===== src/verilog/ssf_pkg.sv =====
package ssf_pkg;
	// Condition bit positions, weight is 2**position
	localparam int COND_W             = 13;
	localparam int BIT_CONST_VOLTAGE  = 0;
	localparam int BIT_CONST_CURRENT  = 1;
	localparam int BIT_UNUSED         = 2;
	localparam int BIT_HIGH_V_TRIP    = 3;
	localparam int BIT_THERMAL_TRIP   = 4;
	localparam int BIT_EXT_SHUTDOWN   = 5;
	localparam int BIT_LIMIT_BACKOFF  = 6;
	localparam int BIT_PROG_MISTAKE   = 7;
	localparam int BIT_POWER_UP       = 8;
	localparam int BIT_HOST_CONTROL   = 9;
	localparam int BIT_MAINS_FAIL     = 10;
	localparam int BIT_OUTPUT_FAIL    = 11;
	localparam int BIT_SENSE_TRIP     = 12;

	// Bits that never exist in the failure register, and in the live register
	localparam logic [12:0] FAIL_ZERO_MASK = 13'h0304;
	localparam logic [12:0] LIVE_ZERO_MASK = 13'h0004;

	// Reset values
	localparam logic [12:0] MASK_RESET     = 13'h1fff;
	localparam logic [12:0] LATCHED_RESET  = 13'h0100;
	localparam logic [3:0]  CODE_RESET     = 4'h0;

	// Mistake codes
	localparam logic [3:0] CODE_NONE          = 4'h0;
	localparam logic [3:0] CODE_BAD_CHAR      = 4'h4;
	localparam logic [3:0] CODE_OUT_OF_RANGE  = 4'h5;
	localparam logic [3:0] CODE_OVER_SOFT_LIM = 4'h6;
	localparam logic [3:0] CODE_BAD_SOFT_LIM  = 4'h7;
	localparam logic [3:0] CODE_TALK_NO_QUERY = 4'h8;
	localparam logic [3:0] CODE_TRIP_BELOW    = 4'h9;
	localparam logic [3:0] CODE_AUX_TIMEOUT   = 4'ha;
	localparam logic [3:0] CODE_CAL_LOCKED    = 4'hc;

	// Which register an answer came from
	typedef enum logic [1:0] {
		SSF_SRC_LATCHED,
		SSF_SRC_LIVE,
		SSF_SRC_FAILURE,
		SSF_SRC_MISTAKE
	} ssf_src_t;
endpackage : ssf_pkg


===== src/verilog/ssf_regs.sv =====
`timescale 1ns/100ps
// Function
// - Latched, live and failure registers always update, no enable needed.
// - A query answers the weighted sum of set bits in that register.
// - Bits 0,1 const voltage/current; 2 unused; 6 backoff; 10,11 fails.
// - Bits 3,4,12 report voltage, thermal and sense trips.
// - Bit 5 follows the external shutdown input.
// - Bits 8,9 exist only in latched and live; failure reads zero.
// - Condition bits can be masked out of latching by the host; a mistake event still sets latched bit 7.
// - Mistake code query clears mistake bit in latched, live, serial poll.
// - Latched register is returned then cleared by its query.
// - Failure register is returned then cleared by its query.
// - Mistake code query returns recorded code, zero when none.
// - Unrecognised character records code 4.
// - Out-of-range parameter records code 5.
// - Programming above soft limit records code 6.
// - Soft limit below output records code 7.
// - Talk without prior query records code 8.
// - Trip level below output voltage records code 9.
// - Secondary processor not responding records code 10.
// - Calibration command outside calibration mode records code 12.
// - Green LED on opcode recovery; red LEDs on processor restarts.
// - Reset command turns the green and both red LEDs off; the error LED stays.
// - Rejected ceiling command lights error LED and sets mistake bit.
module ssf_regs
	import ssf_pkg::*;
(
	// Clock and reset
	input  wire logic                 clk_i,
	input  wire logic                 resetn_i,
	// Supply condition pins, asynchronous
	input  wire logic                 const_voltage_flag_i,
	input  wire logic                 const_current_flag_i,
	input  wire logic                 high_voltage_trip_flag_i,
	input  wire logic                 thermal_trip_flag_i,
	input  wire logic                 ext_shutdown_flag_i,
	input  wire logic                 limit_backoff_flag_i,
	input  wire logic                 host_control_flag_i,
	input  wire logic                 mains_fail_flag_i,
	input  wire logic                 output_fail_flag_i,
	input  wire logic                 sense_trip_flag_i,
	// Query and command strobes from the command parser
	input  wire logic                 latched_state_query_i,
	input  wire logic                 live_state_query_i,
	input  wire logic                 failure_query_i,
	input  wire logic                 mistake_code_query_i,
	input  wire logic                 reset_cmd_i,
	input  wire logic                 mask_wr_i,
	input  wire logic [COND_W-1:0]    mask_data_i,
	// Mistake events from the command parser
	input  wire logic                 bad_char_i,
	input  wire logic                 out_of_range_i,
	input  wire logic                 over_soft_limit_i,
	input  wire logic                 bad_soft_limit_i,
	input  wire logic                 talk_no_query_i,
	input  wire logic                 trip_below_output_i,
	input  wire logic                 aux_cpu_timeout_i,
	input  wire logic                 cal_locked_i,
	input  wire logic                 ceiling_reject_i,
	// Processor recovery events
	input  wire logic                 opcode_recovery_i,
	input  wire logic                 master_restart_i,
	input  wire logic                 aux_restart_i,
	// Answer
	output logic                      answer_valid_o,
	output ssf_pkg::ssf_src_t         answer_src_o,
	output logic [COND_W-1:0]         answer_value_o,
	output logic [15:0]               answer_bcd_o,
	// Live views
	output logic [COND_W-1:0]         live_condition_register_o,
	output logic [COND_W-1:0]         latched_condition_register_o,
	output logic [COND_W-1:0]         failure_condition_register_o,
	output logic [COND_W-1:0]         cond_mask_o,
	output logic                      serial_poll_mistake_o,
	// Indicators
	output logic                      error_led_o,
	output logic                      watchdog_recovery_led_o,
	output logic                      master_restart_led_o,
	output logic                      aux_restart_led_o
);
	import ssf_pkg::*;

	// Binary to packed decimal digits; 8191 fits in four digits
	function automatic logic [15:0] ssf_to_bcd(input logic [12:0] bin);
		logic [28:0] sh;
		sh = {16'h0000, bin};
		for (int i = 0; i < 13; i++) begin
			for (int d = 0; d < 4; d++) begin
				if (sh[13+4*d +: 4] > 4'h4)
					sh[13+4*d +: 4] = sh[13+4*d +: 4] + 4'h3;
			end
			sh = {sh[27:0], 1'b0};
		end
		return sh[28:13];
	endfunction : ssf_to_bcd

	typedef struct packed {
		logic [9:0]        sync1;
		logic [9:0]        sync2;
		logic [12:0]       mask;
		logic [12:0]       latched;
		logic [12:0]       failure;
		logic              pwr_up;
		logic [12:0]       live_reg;
		logic              mistake;
		logic [3:0]        code;
		logic              ans_valid;
		ssf_src_t          ans_src;
		logic [12:0]       ans_value;
		logic [15:0]       ans_bcd;
		logic              led_green;
		logic              led_master;
		logic              led_aux;
	} ssf_state_t;

	ssf_state_t s_q;
	ssf_state_t s_d;
	logic [12:0] live;
	logic [12:0] mlive;
	logic [12:0] lat_in;
	logic        any_mistake;
	logic [3:0]  new_code;

	// Live view built from synchronised pins plus the mistake and power-up flags; bit 2 is tied low
	always_comb begin
		live                    = '0;
		live[BIT_CONST_VOLTAGE] = s_q.sync2[0];
		live[BIT_CONST_CURRENT] = s_q.sync2[1];
		live[BIT_HIGH_V_TRIP]   = s_q.sync2[2];
		live[BIT_THERMAL_TRIP]  = s_q.sync2[3];
		live[BIT_EXT_SHUTDOWN]  = s_q.sync2[4];
		live[BIT_LIMIT_BACKOFF] = s_q.sync2[5];
		live[BIT_PROG_MISTAKE]  = s_q.mistake;
		live[BIT_POWER_UP]      = s_q.pwr_up;
		live[BIT_HOST_CONTROL]  = s_q.sync2[6];
		live[BIT_MAINS_FAIL]    = s_q.sync2[7];
		live[BIT_OUTPUT_FAIL]   = s_q.sync2[8];
		live[BIT_SENSE_TRIP]    = s_q.sync2[9];
		mlive                   = live & s_q.mask;
	end

	// Lowest code wins when several mistakes land together
	always_comb begin
		any_mistake = 1'b1;
		if (bad_char_i)
			new_code = CODE_BAD_CHAR;
		else if (out_of_range_i)
			new_code = CODE_OUT_OF_RANGE;
		else if (over_soft_limit_i)
			new_code = CODE_OVER_SOFT_LIM;
		else if (bad_soft_limit_i || ceiling_reject_i)
			new_code = CODE_BAD_SOFT_LIM;
		else if (talk_no_query_i)
			new_code = CODE_TALK_NO_QUERY;
		else if (trip_below_output_i)
			new_code = CODE_TRIP_BELOW;
		else if (aux_cpu_timeout_i)
			new_code = CODE_AUX_TIMEOUT;
		else if (cal_locked_i)
			new_code = CODE_CAL_LOCKED;
		else begin
			new_code    = CODE_NONE;
			any_mistake = 1'b0;
		end
	end

	always_comb begin
		s_d       = s_q;
		s_d.sync1 = {sense_trip_flag_i, output_fail_flag_i,
			mains_fail_flag_i, host_control_flag_i,
			limit_backoff_flag_i, ext_shutdown_flag_i,
			thermal_trip_flag_i, high_voltage_trip_flag_i,
			const_current_flag_i, const_voltage_flag_i};
		s_d.sync2 = s_q.sync1;
		// Live view is registered so the output comes from a flop
		s_d.live_reg = live;
		if (mask_wr_i)
			s_d.mask = mask_data_i & ~LIVE_ZERO_MASK;

		// Mistake flag and code: a new mistake beats the clearing query
		if (mistake_code_query_i) begin
			s_d.mistake = 1'b0;
			s_d.code    = CODE_NONE;
		end
		if (any_mistake) begin
			s_d.mistake = 1'b1;
			s_d.code    = new_code;
		end

		// Clear-on-read registers; new conditions survive the clear
		if (latched_state_query_i) begin
			s_d.latched = '0;
			s_d.pwr_up  = 1'b0;
		end
		// The flag is still set while its query is taken; keep it out
		lat_in = mlive;
		if (mistake_code_query_i) begin
			s_d.latched[BIT_PROG_MISTAKE] = 1'b0;
			lat_in[BIT_PROG_MISTAKE]      = 1'b0;
		end
		s_d.latched = s_d.latched | lat_in;
		if (any_mistake)
			s_d.latched[BIT_PROG_MISTAKE] = 1'b1;
		if (failure_query_i)
			s_d.failure = '0;
		s_d.failure = (s_d.failure | mlive) & ~FAIL_ZERO_MASK;

		// One answer per cycle; parser issues one query at a time
		s_d.ans_valid = latched_state_query_i | live_state_query_i |
			failure_query_i | mistake_code_query_i;
		if (latched_state_query_i) begin
			s_d.ans_src   = SSF_SRC_LATCHED;
			s_d.ans_value = s_q.latched;
		end else if (live_state_query_i) begin
			s_d.ans_src   = SSF_SRC_LIVE;
			s_d.ans_value = live;
		end else if (failure_query_i) begin
			s_d.ans_src   = SSF_SRC_FAILURE;
			s_d.ans_value = s_q.failure;
		end else if (mistake_code_query_i) begin
			s_d.ans_src   = SSF_SRC_MISTAKE;
			s_d.ans_value = {9'h000, s_q.code};
		end
		s_d.ans_bcd = ssf_to_bcd(s_d.ans_value);

		// Indicators: an event in the reset-command cycle keeps its LED
		if (reset_cmd_i) begin
			s_d.led_green  = 1'b0;
			s_d.led_master = 1'b0;
			s_d.led_aux    = 1'b0;
		end
		if (opcode_recovery_i)
			s_d.led_green = 1'b1;
		if (master_restart_i)
			s_d.led_master = 1'b1;
		if (aux_restart_i)
			s_d.led_aux = 1'b1;
	end

	always_ff @(posedge clk_i or negedge resetn_i) begin
		if (!resetn_i) begin
			s_q         <= '0;
			s_q.mask    <= MASK_RESET;
			s_q.latched <= LATCHED_RESET;
			s_q.pwr_up  <= 1'b1;
			s_q.code    <= CODE_RESET;
		end else begin
			s_q <= s_d;
		end
	end

	assign answer_valid_o               = s_q.ans_valid;
	assign answer_src_o                 = s_q.ans_src;
	assign answer_value_o               = s_q.ans_value;
	assign answer_bcd_o                 = s_q.ans_bcd;
	assign latched_condition_register_o = s_q.latched;
	assign failure_condition_register_o = s_q.failure;
	assign cond_mask_o                  = s_q.mask;
	assign serial_poll_mistake_o        = s_q.mistake;
	assign error_led_o                  = s_q.mistake;
	assign watchdog_recovery_led_o      = s_q.led_green;
	assign master_restart_led_o         = s_q.led_master;
	assign aux_restart_led_o            = s_q.led_aux;

	assign live_condition_register_o    = s_q.live_reg;

	a_fail_zero_bits: assert property (@(posedge clk_i) disable iff (!resetn_i)
		(failure_condition_register_o & FAIL_ZERO_MASK) == '0)
		else $error("failure register shows power-up or host bits");
	a_unused_bit_zero: assert property (@(posedge clk_i) disable iff (!resetn_i)
		!latched_condition_register_o[BIT_UNUSED] &&
		!live_condition_register_o[BIT_UNUSED])
		else $error("unused bit 2 set");
	a_latched_read: assert property (@(posedge clk_i) disable iff (!resetn_i)
		latched_state_query_i |=> answer_valid_o &&
		answer_value_o == $past(latched_condition_register_o))
		else $error("latched answer wrong");
	a_latched_clear: assert property (@(posedge clk_i) disable iff (!resetn_i)
		latched_state_query_i && !any_mistake |=>
		(latched_condition_register_o & ~$past(mlive)) == '0)
		else $error("latched register not cleared by its query");
	a_failure_clear: assert property (@(posedge clk_i) disable iff (!resetn_i)
		failure_query_i |=> (failure_condition_register_o &
		~$past(mlive)) == '0)
		else $error("failure register not cleared by its query");
	a_mistake_code: assert property (@(posedge clk_i) disable iff (!resetn_i)
		mistake_code_query_i && !latched_state_query_i &&
		!live_state_query_i && !failure_query_i |=>
		answer_value_o == {9'h000, $past(s_q.code)})
		else $error("mistake code answer wrong");
	a_mistake_cleared: assert property (@(posedge clk_i) disable iff (!resetn_i)
		mistake_code_query_i && !any_mistake |=>
		!serial_poll_mistake_o && s_q.code == CODE_NONE)
		else $error("mistake flag not cleared");
	a_mistake_latched: assert property (@(posedge clk_i) disable iff (!resetn_i)
		mistake_code_query_i && !any_mistake |=>
		!latched_condition_register_o[BIT_PROG_MISTAKE])
		else $error("mistake bit not cleared in latched register");
	a_code_bad_char: assert property (@(posedge clk_i) disable iff (!resetn_i)
		bad_char_i |=> s_q.code == CODE_BAD_CHAR && error_led_o)
		else $error("code 4 not recorded");
	a_ceiling_reject: assert property (@(posedge clk_i) disable iff (!resetn_i)
		ceiling_reject_i |=> latched_condition_register_o[BIT_PROG_MISTAKE]
		&& error_led_o)
		else $error("rejected ceiling not flagged");
	a_led_green_set: assert property (@(posedge clk_i) disable iff (!resetn_i)
		opcode_recovery_i |=> watchdog_recovery_led_o)
		else $error("green indicator not lit");
	a_led_reset_off: assert property (@(posedge clk_i) disable iff (!resetn_i)
		reset_cmd_i && !opcode_recovery_i && !master_restart_i &&
		!aux_restart_i |=> !watchdog_recovery_led_o &&
		!master_restart_led_o && !aux_restart_led_o)
		else $error("indicators not cleared by reset command");
	a_shutdown_live: assert property (@(posedge clk_i) disable iff (!resetn_i)
		ext_shutdown_flag_i [*4] |->
		live_condition_register_o[BIT_EXT_SHUTDOWN])
		else $error("shutdown not reported");
	a_bcd_answer: assert property (@(posedge clk_i) disable iff (!resetn_i)
		answer_valid_o |-> answer_bcd_o[3:0] < 4'ha &&
		answer_bcd_o[3:0] == 4'(answer_value_o % 13'd10))
		else $error("decimal digits wrong");
endmodule : ssf_regs

===== config.mk =====
export PLATFORM = sky130hd
export DESIGN_NAME = ssf_regs
export DESIGN_NICKNAME = d
export VERILOG_FILES = /design/src/verilog/ssf_pkg.sv /design/src/verilog/ssf_regs.sv
export SDC_FILE = /design/constraint.sdc
export NUM_CORES = 1
export LEC_CHECK = 0
export BUFFER_PORTS_ARGS = -buffer_cell sky130_fd_sc_hd__clkbuf_2
export CORE_ASPECT_RATIO = 0.6
export CORE_MARGIN = 2
export CORE_UTILIZATION = 35
export CTS_BUF_LIST = sky130_fd_sc_hd__clkbuf_16
export DETAILED_ROUTE_END_ITERATION = 6
export SYNTH_ARGS = -nofsm -noshare
export SYNTH_HDL_FRONTEND = slang
export SYNTH_SLANG_ARGS = --single-unit

===== constraint.sdc =====
create_clock -name clk_i -period 27.1 [get_ports clk_i]
set_clock_uncertainty 0.2 [all_clocks]
set_input_delay 4.065 -clock clk_i [delete_from_list [all_inputs] [get_ports clk_i]]
set_output_delay 4.065 -clock clk_i [all_outputs]
set_load 0.01 [all_outputs]

======== Yosys cells after proc, flatten, opt, wreduce, memory -nomap -nowiden ========
Index checks and enable logic that the tools add are counted.
cells by class
  add/sub/neg operators ................... 22
  bitwise operators ....................... 6
  multiplexer cells ....................... 53
  $lt $le $gt $ge ......................... 22
  reduce and logical (&&, ||, !) cells .... 6
operator list
  cell                                                            number
  2-to-1 mux 4 bit                                                29
  adder 4 x 2 -> 4 bit (second input constant)                    18
  greater-than comparator 4 x 3 -> 1 bit (second input constant)  18
  2-to-1 mux 15 bit                                               4
  2-to-1 mux 13 bit                                               2
  OR 13 bit                                                       2
  2-to-1 mux 1 bit                                                14
  AND 13 bit                                                      1
  adder 3 x 2 -> 4 bit (second input constant)                    3
  greater-than comparator 3 bit (second input constant)           4
  2-to-1 mux 5 bit                                                2
  nonzero test 2 bit                                              4
  2-to-1 mux 3 bit                                                2
  nonzero test 4 bit                                              1
  adder 3 x 2 -> 3 bit (second input constant)                    1
  OR 1 bit                                                        3
  logical OR 1 bit                                                1
word-level totals
  input port bits ......................... 43
  bits in registers ....................... 109

======== Depth between registers and ports, before layout ========
  depth in word-level cells ............... 24
  mapped depth ............................ 49

======== Worst setup path after synthesis ========
OpenSTA, ideal clock, no wires.
  kind .................................... in2reg
  start ................................... input live_state_query_i
  end ..................................... register s_q, in the netlist answer_bcd_o[8]
  buffers on the path ..................... 3
  stages .................................. 44
  arrival ................................. 12948 ps
  data required time ...................... 26821 ps
  slack ................................... 13873 ps
  path through ............................ or2_1 > a221o_1 > nand2_4 > ha_1 > inv_1 > ha_1 > clkbuf_1 > or2_1 > a211oi_1 > nor2_1 > a211o_1 > nand2_1 > inv_1 > ha_1 > a2111oi_2 > a211oi_4 > xnor2_1 > inv_1 > [8 not listed] > nand3_1 > o22ai_1 > nor3_1 > o211ai_2 > mux2i_1 > a21boi_0 > mux2i_1 > ha_1 > clkbuf_1 > and3_1 > o22ai_1 > a211oi_1 > o21ai_0 > nor2_1 > xnor2_1 > ha_1 > or3_1 > mux2i_1
RTL lines
  item                RTL line         text
  start: declaration  ssf_regs.sv:44   input wire logic live_state_query_i,
  end: declaration    ssf_regs.sv:116  ssf_state_t s_q;

==> run summary <==
Worst R2R End: answer_bcd_o[8]
R2r worst-path depth: 43
Post-Route WL: 18410 um
Post-CTS setup buffers: 0
Sequential cell area: 2696 um^2
Met1 Resource Use GR: 25.57%
Synth-to-layout area growth: 6.653%
Final hold vios: 0
Syn Area/Cell: 9.247 um^2
Max Slew Vio Count: 0
Core area: 21860 um^2
CP endpoint kind: flop
Tightest Hold Check Type: reg -> reg
Port bufs: 125
Num CTS Buffers: 9
Synth area leader: dfrtp_1
Required @ worst endpoint: 27.17 ns
Initial drt markers: 408
Flop2flop setup slack: 15.42 ns
CTS tree: done
Highest Clock Rate: 64.58 MHz
Critical Path Slowest Stage Cell: ha_1
RSZ-0062 raised after global routing: false
GR Layer Usage met2: 22.44%
Post-Synthesis Cells: 838
Reg clk slew, reported paths: 0.07 ns
Status: complete, no violations
Hold Path Origin: s_d[98]
Slew HR: 36.90%
Distinct cells, synth: 110
Vias: 6110
Post-layout instance area: 8264 um^2
Maximum clock insertion buffer count: 2
Detailed Routing Iterations Pass 1: 7
Critical path capture point: answer_bcd_o[8]
Period utilization: 57.14%
Number of nets with antenna violations after routing: 0
Mapped Area: 7749 um^2
Worst setup SP type: primary input
Row count: 42
DP Area: 7993 um^2
Max H-tree Level: 3
Top cell type's share of synthesized area: 29.71%
GRT Overall Usage: 16.17%
Placer Congestion: 0.9160
Largest stage delay, worst path: 0.52 ns
Final setup TNS: 0 ns
Vias per inst: 5.276
Final setup viols: 0
Cell repeated most along the worst path: ha_1
Clk_lat worst skew: 0.36 ns
# clock sinks: 107
Synth area leaders: dfrtp_1 (30%), buf_4 (8.2%), dfstp_2 (5.1%), ha_1 (4.0%), a21oi_1 (3.0%)
Die area: 23380 um^2
Worst path arrival time: 15.56 ns
Starting density of the core: 35.45%
Layout cell share with drive strength beyond 1: 26.03%
Resize count post-CTS: 0
Sequential fraction of the synthesis area: 34.80%
Worst Tran Pin Value: 0.9342 ns
First-pass GRT wire length: 30460 um
Post-synth EDFFs: 0
Final HPWL DP: 13770 um
Syn. warnings: 0
Die height: 119.3 um
Largest net degree at the start of global routing: 67
Hold buffer count at CTS: 0
Die X: 196.1 um
Avg WL per Cell: 15.90 um
Worst setup startpoint: live_state_query_i
IO Count: 132
Minimum clock period: 15.49 ns
Post-synth ARST share: 100.0%
GRT met3 Usage: 3.200%
Max_cap viols: 0
Max reg flops: 16
DRC errors left: 0
Initial antenna violation count: 0
Filler cell count: 2234
GRT overflow: 0
Nets: 935
Top FF cell, synth: dfrtp_1
Worst R2R Start: answer_value_o[11]
Critical path class: in -> reg
#FFs+latches synth: 107
GR peak layer: met1
Peak fanout along the critical path: 26
Number of global-route vias before repair: 5676
Multi-input logic area: 4079 um^2
Ant diodes: 0
CTS Root Cell: clkbuf_16
## logic make-up after synthesis
| logic type | synth area share, % |
|---|---|
| compound gates | 22.91 |
| xor+xnor | 3.230 |
| fa+ha+maj | 4.295 |
| buf+inv | 12.76 |
| flops | 34.80 |
| mux | 6.378 |
| other cells | 0.04840 |
| simple gates | 15.58 |
## cell type report
| class | instances | share of cell area, % |
|---|---|---|
| multi-input cells | 566 | 49.36 |
| clock inverters | 7 | 0.5602 |
| inverters | 55 | 2.528 |
| repair buffers | 128 | 7.873 |
| well taps | 286 | 4.330 |
| clock buffers | 9 | 2.725 |
| flip-flops and latches | 107 | 32.63 |
## how the worst min path moves through the flow
stage                to  depth (start not counted)
2_1_floorplan   live[0]                          0
3_3_place_gp    live[9]                          0
6_report        live[6]                          0
5_1_grt         live[6]                          0
4_1_cts        live[11]                          0
3_5_place_dp   live[11]                          0
## layout by cell type, fill, tap and decap left out, types with 12 or more instances in the layout
| cell | netlist | layout |
|---|---|---|
| nor2_1 | 58 | 58 |
| o21ai_0 | 39 | 39 |
| mux2_2 | 18 | 18 |
| mux2i_1 | 23 | 23 |
| dfstp_2 | 15 | 15 |
| a211oi_1 | 13 | 13 |
| nor3_1 | 22 | 22 |
| a21oi_1 | 47 | 47 |
| clkbuf_2 | 0 | 124 |
| ha_1 | 25 | 25 |
| nand3_1 | 13 | 13 |
| nand2_1 | 57 | 57 |
| inv_1 | 52 | 54 |
| xnor2_1 | 17 | 17 |
| nor2b_1 | 12 | 12 |
| dfrtp_1 | 92 | 92 |
## layer usage
metal | part of all wire [%] | up-vias
met5 | 0 | -
met4 | 0.87 | 0
met3 | 4.1 | 11
met2 | 41 | 136
met1 | 54 | 2982
li1 | - | 2981
## cell usage after synthesis, types with 8 or more instances
cell type / count
nand2_1: 57
mux2i_1: 23
a21o_1: 9
xnor2_1: 17
buf_4: 85
nand3_1: 13
nor2b_1: 12
a21oi_1: 47
a211oi_1: 13
o22ai_1: 8
buf_2: 8
nor2_1: 58
clkbuf_1: 14
ha_1: 25
o211ai_1: 10
nand2b_1: 11
dfstp_2: 15
nor3_1: 22
inv_1: 52
mux2_2: 18
o21ai_0: 39
o21ai_1: 8
dfrtp_1: 92
and3_1: 8
## worst max-delay path, delay by kind of cell
family                   cells  cell delay, ns
AO/OA/AOI/OAI               13            3.17
adder cells (fa/ha/maj)      7            2.59
AND/OR/NAND/NOR             13            3.27
XOR/XNOR                     2            0.39
multiplexers                 3            0.94
buffers and inverters        5            1.10
## metrics by stage
step | instances | hold WS (ns) | setup slack [ns] | utilization, %
after CTS | 1158 | 0.1531 | 11.74 | 37.80
after global routing | 1158 | 0.1659 | 10.56 | 37.80
after detailed placement | 1142 | 0.1358 | 11.44 | 36.56
after global placement | 1142 | 0.1320 | 11.47 | 36.56
after floorplan | 842 | 0.1312 | 13.87 | -
final | 1158 | 0.1549 | 11.61 | 37.80
Power is not shown: default switching activity piles up to over one toggle a cycle in this logic, so the estimate is an artifact.
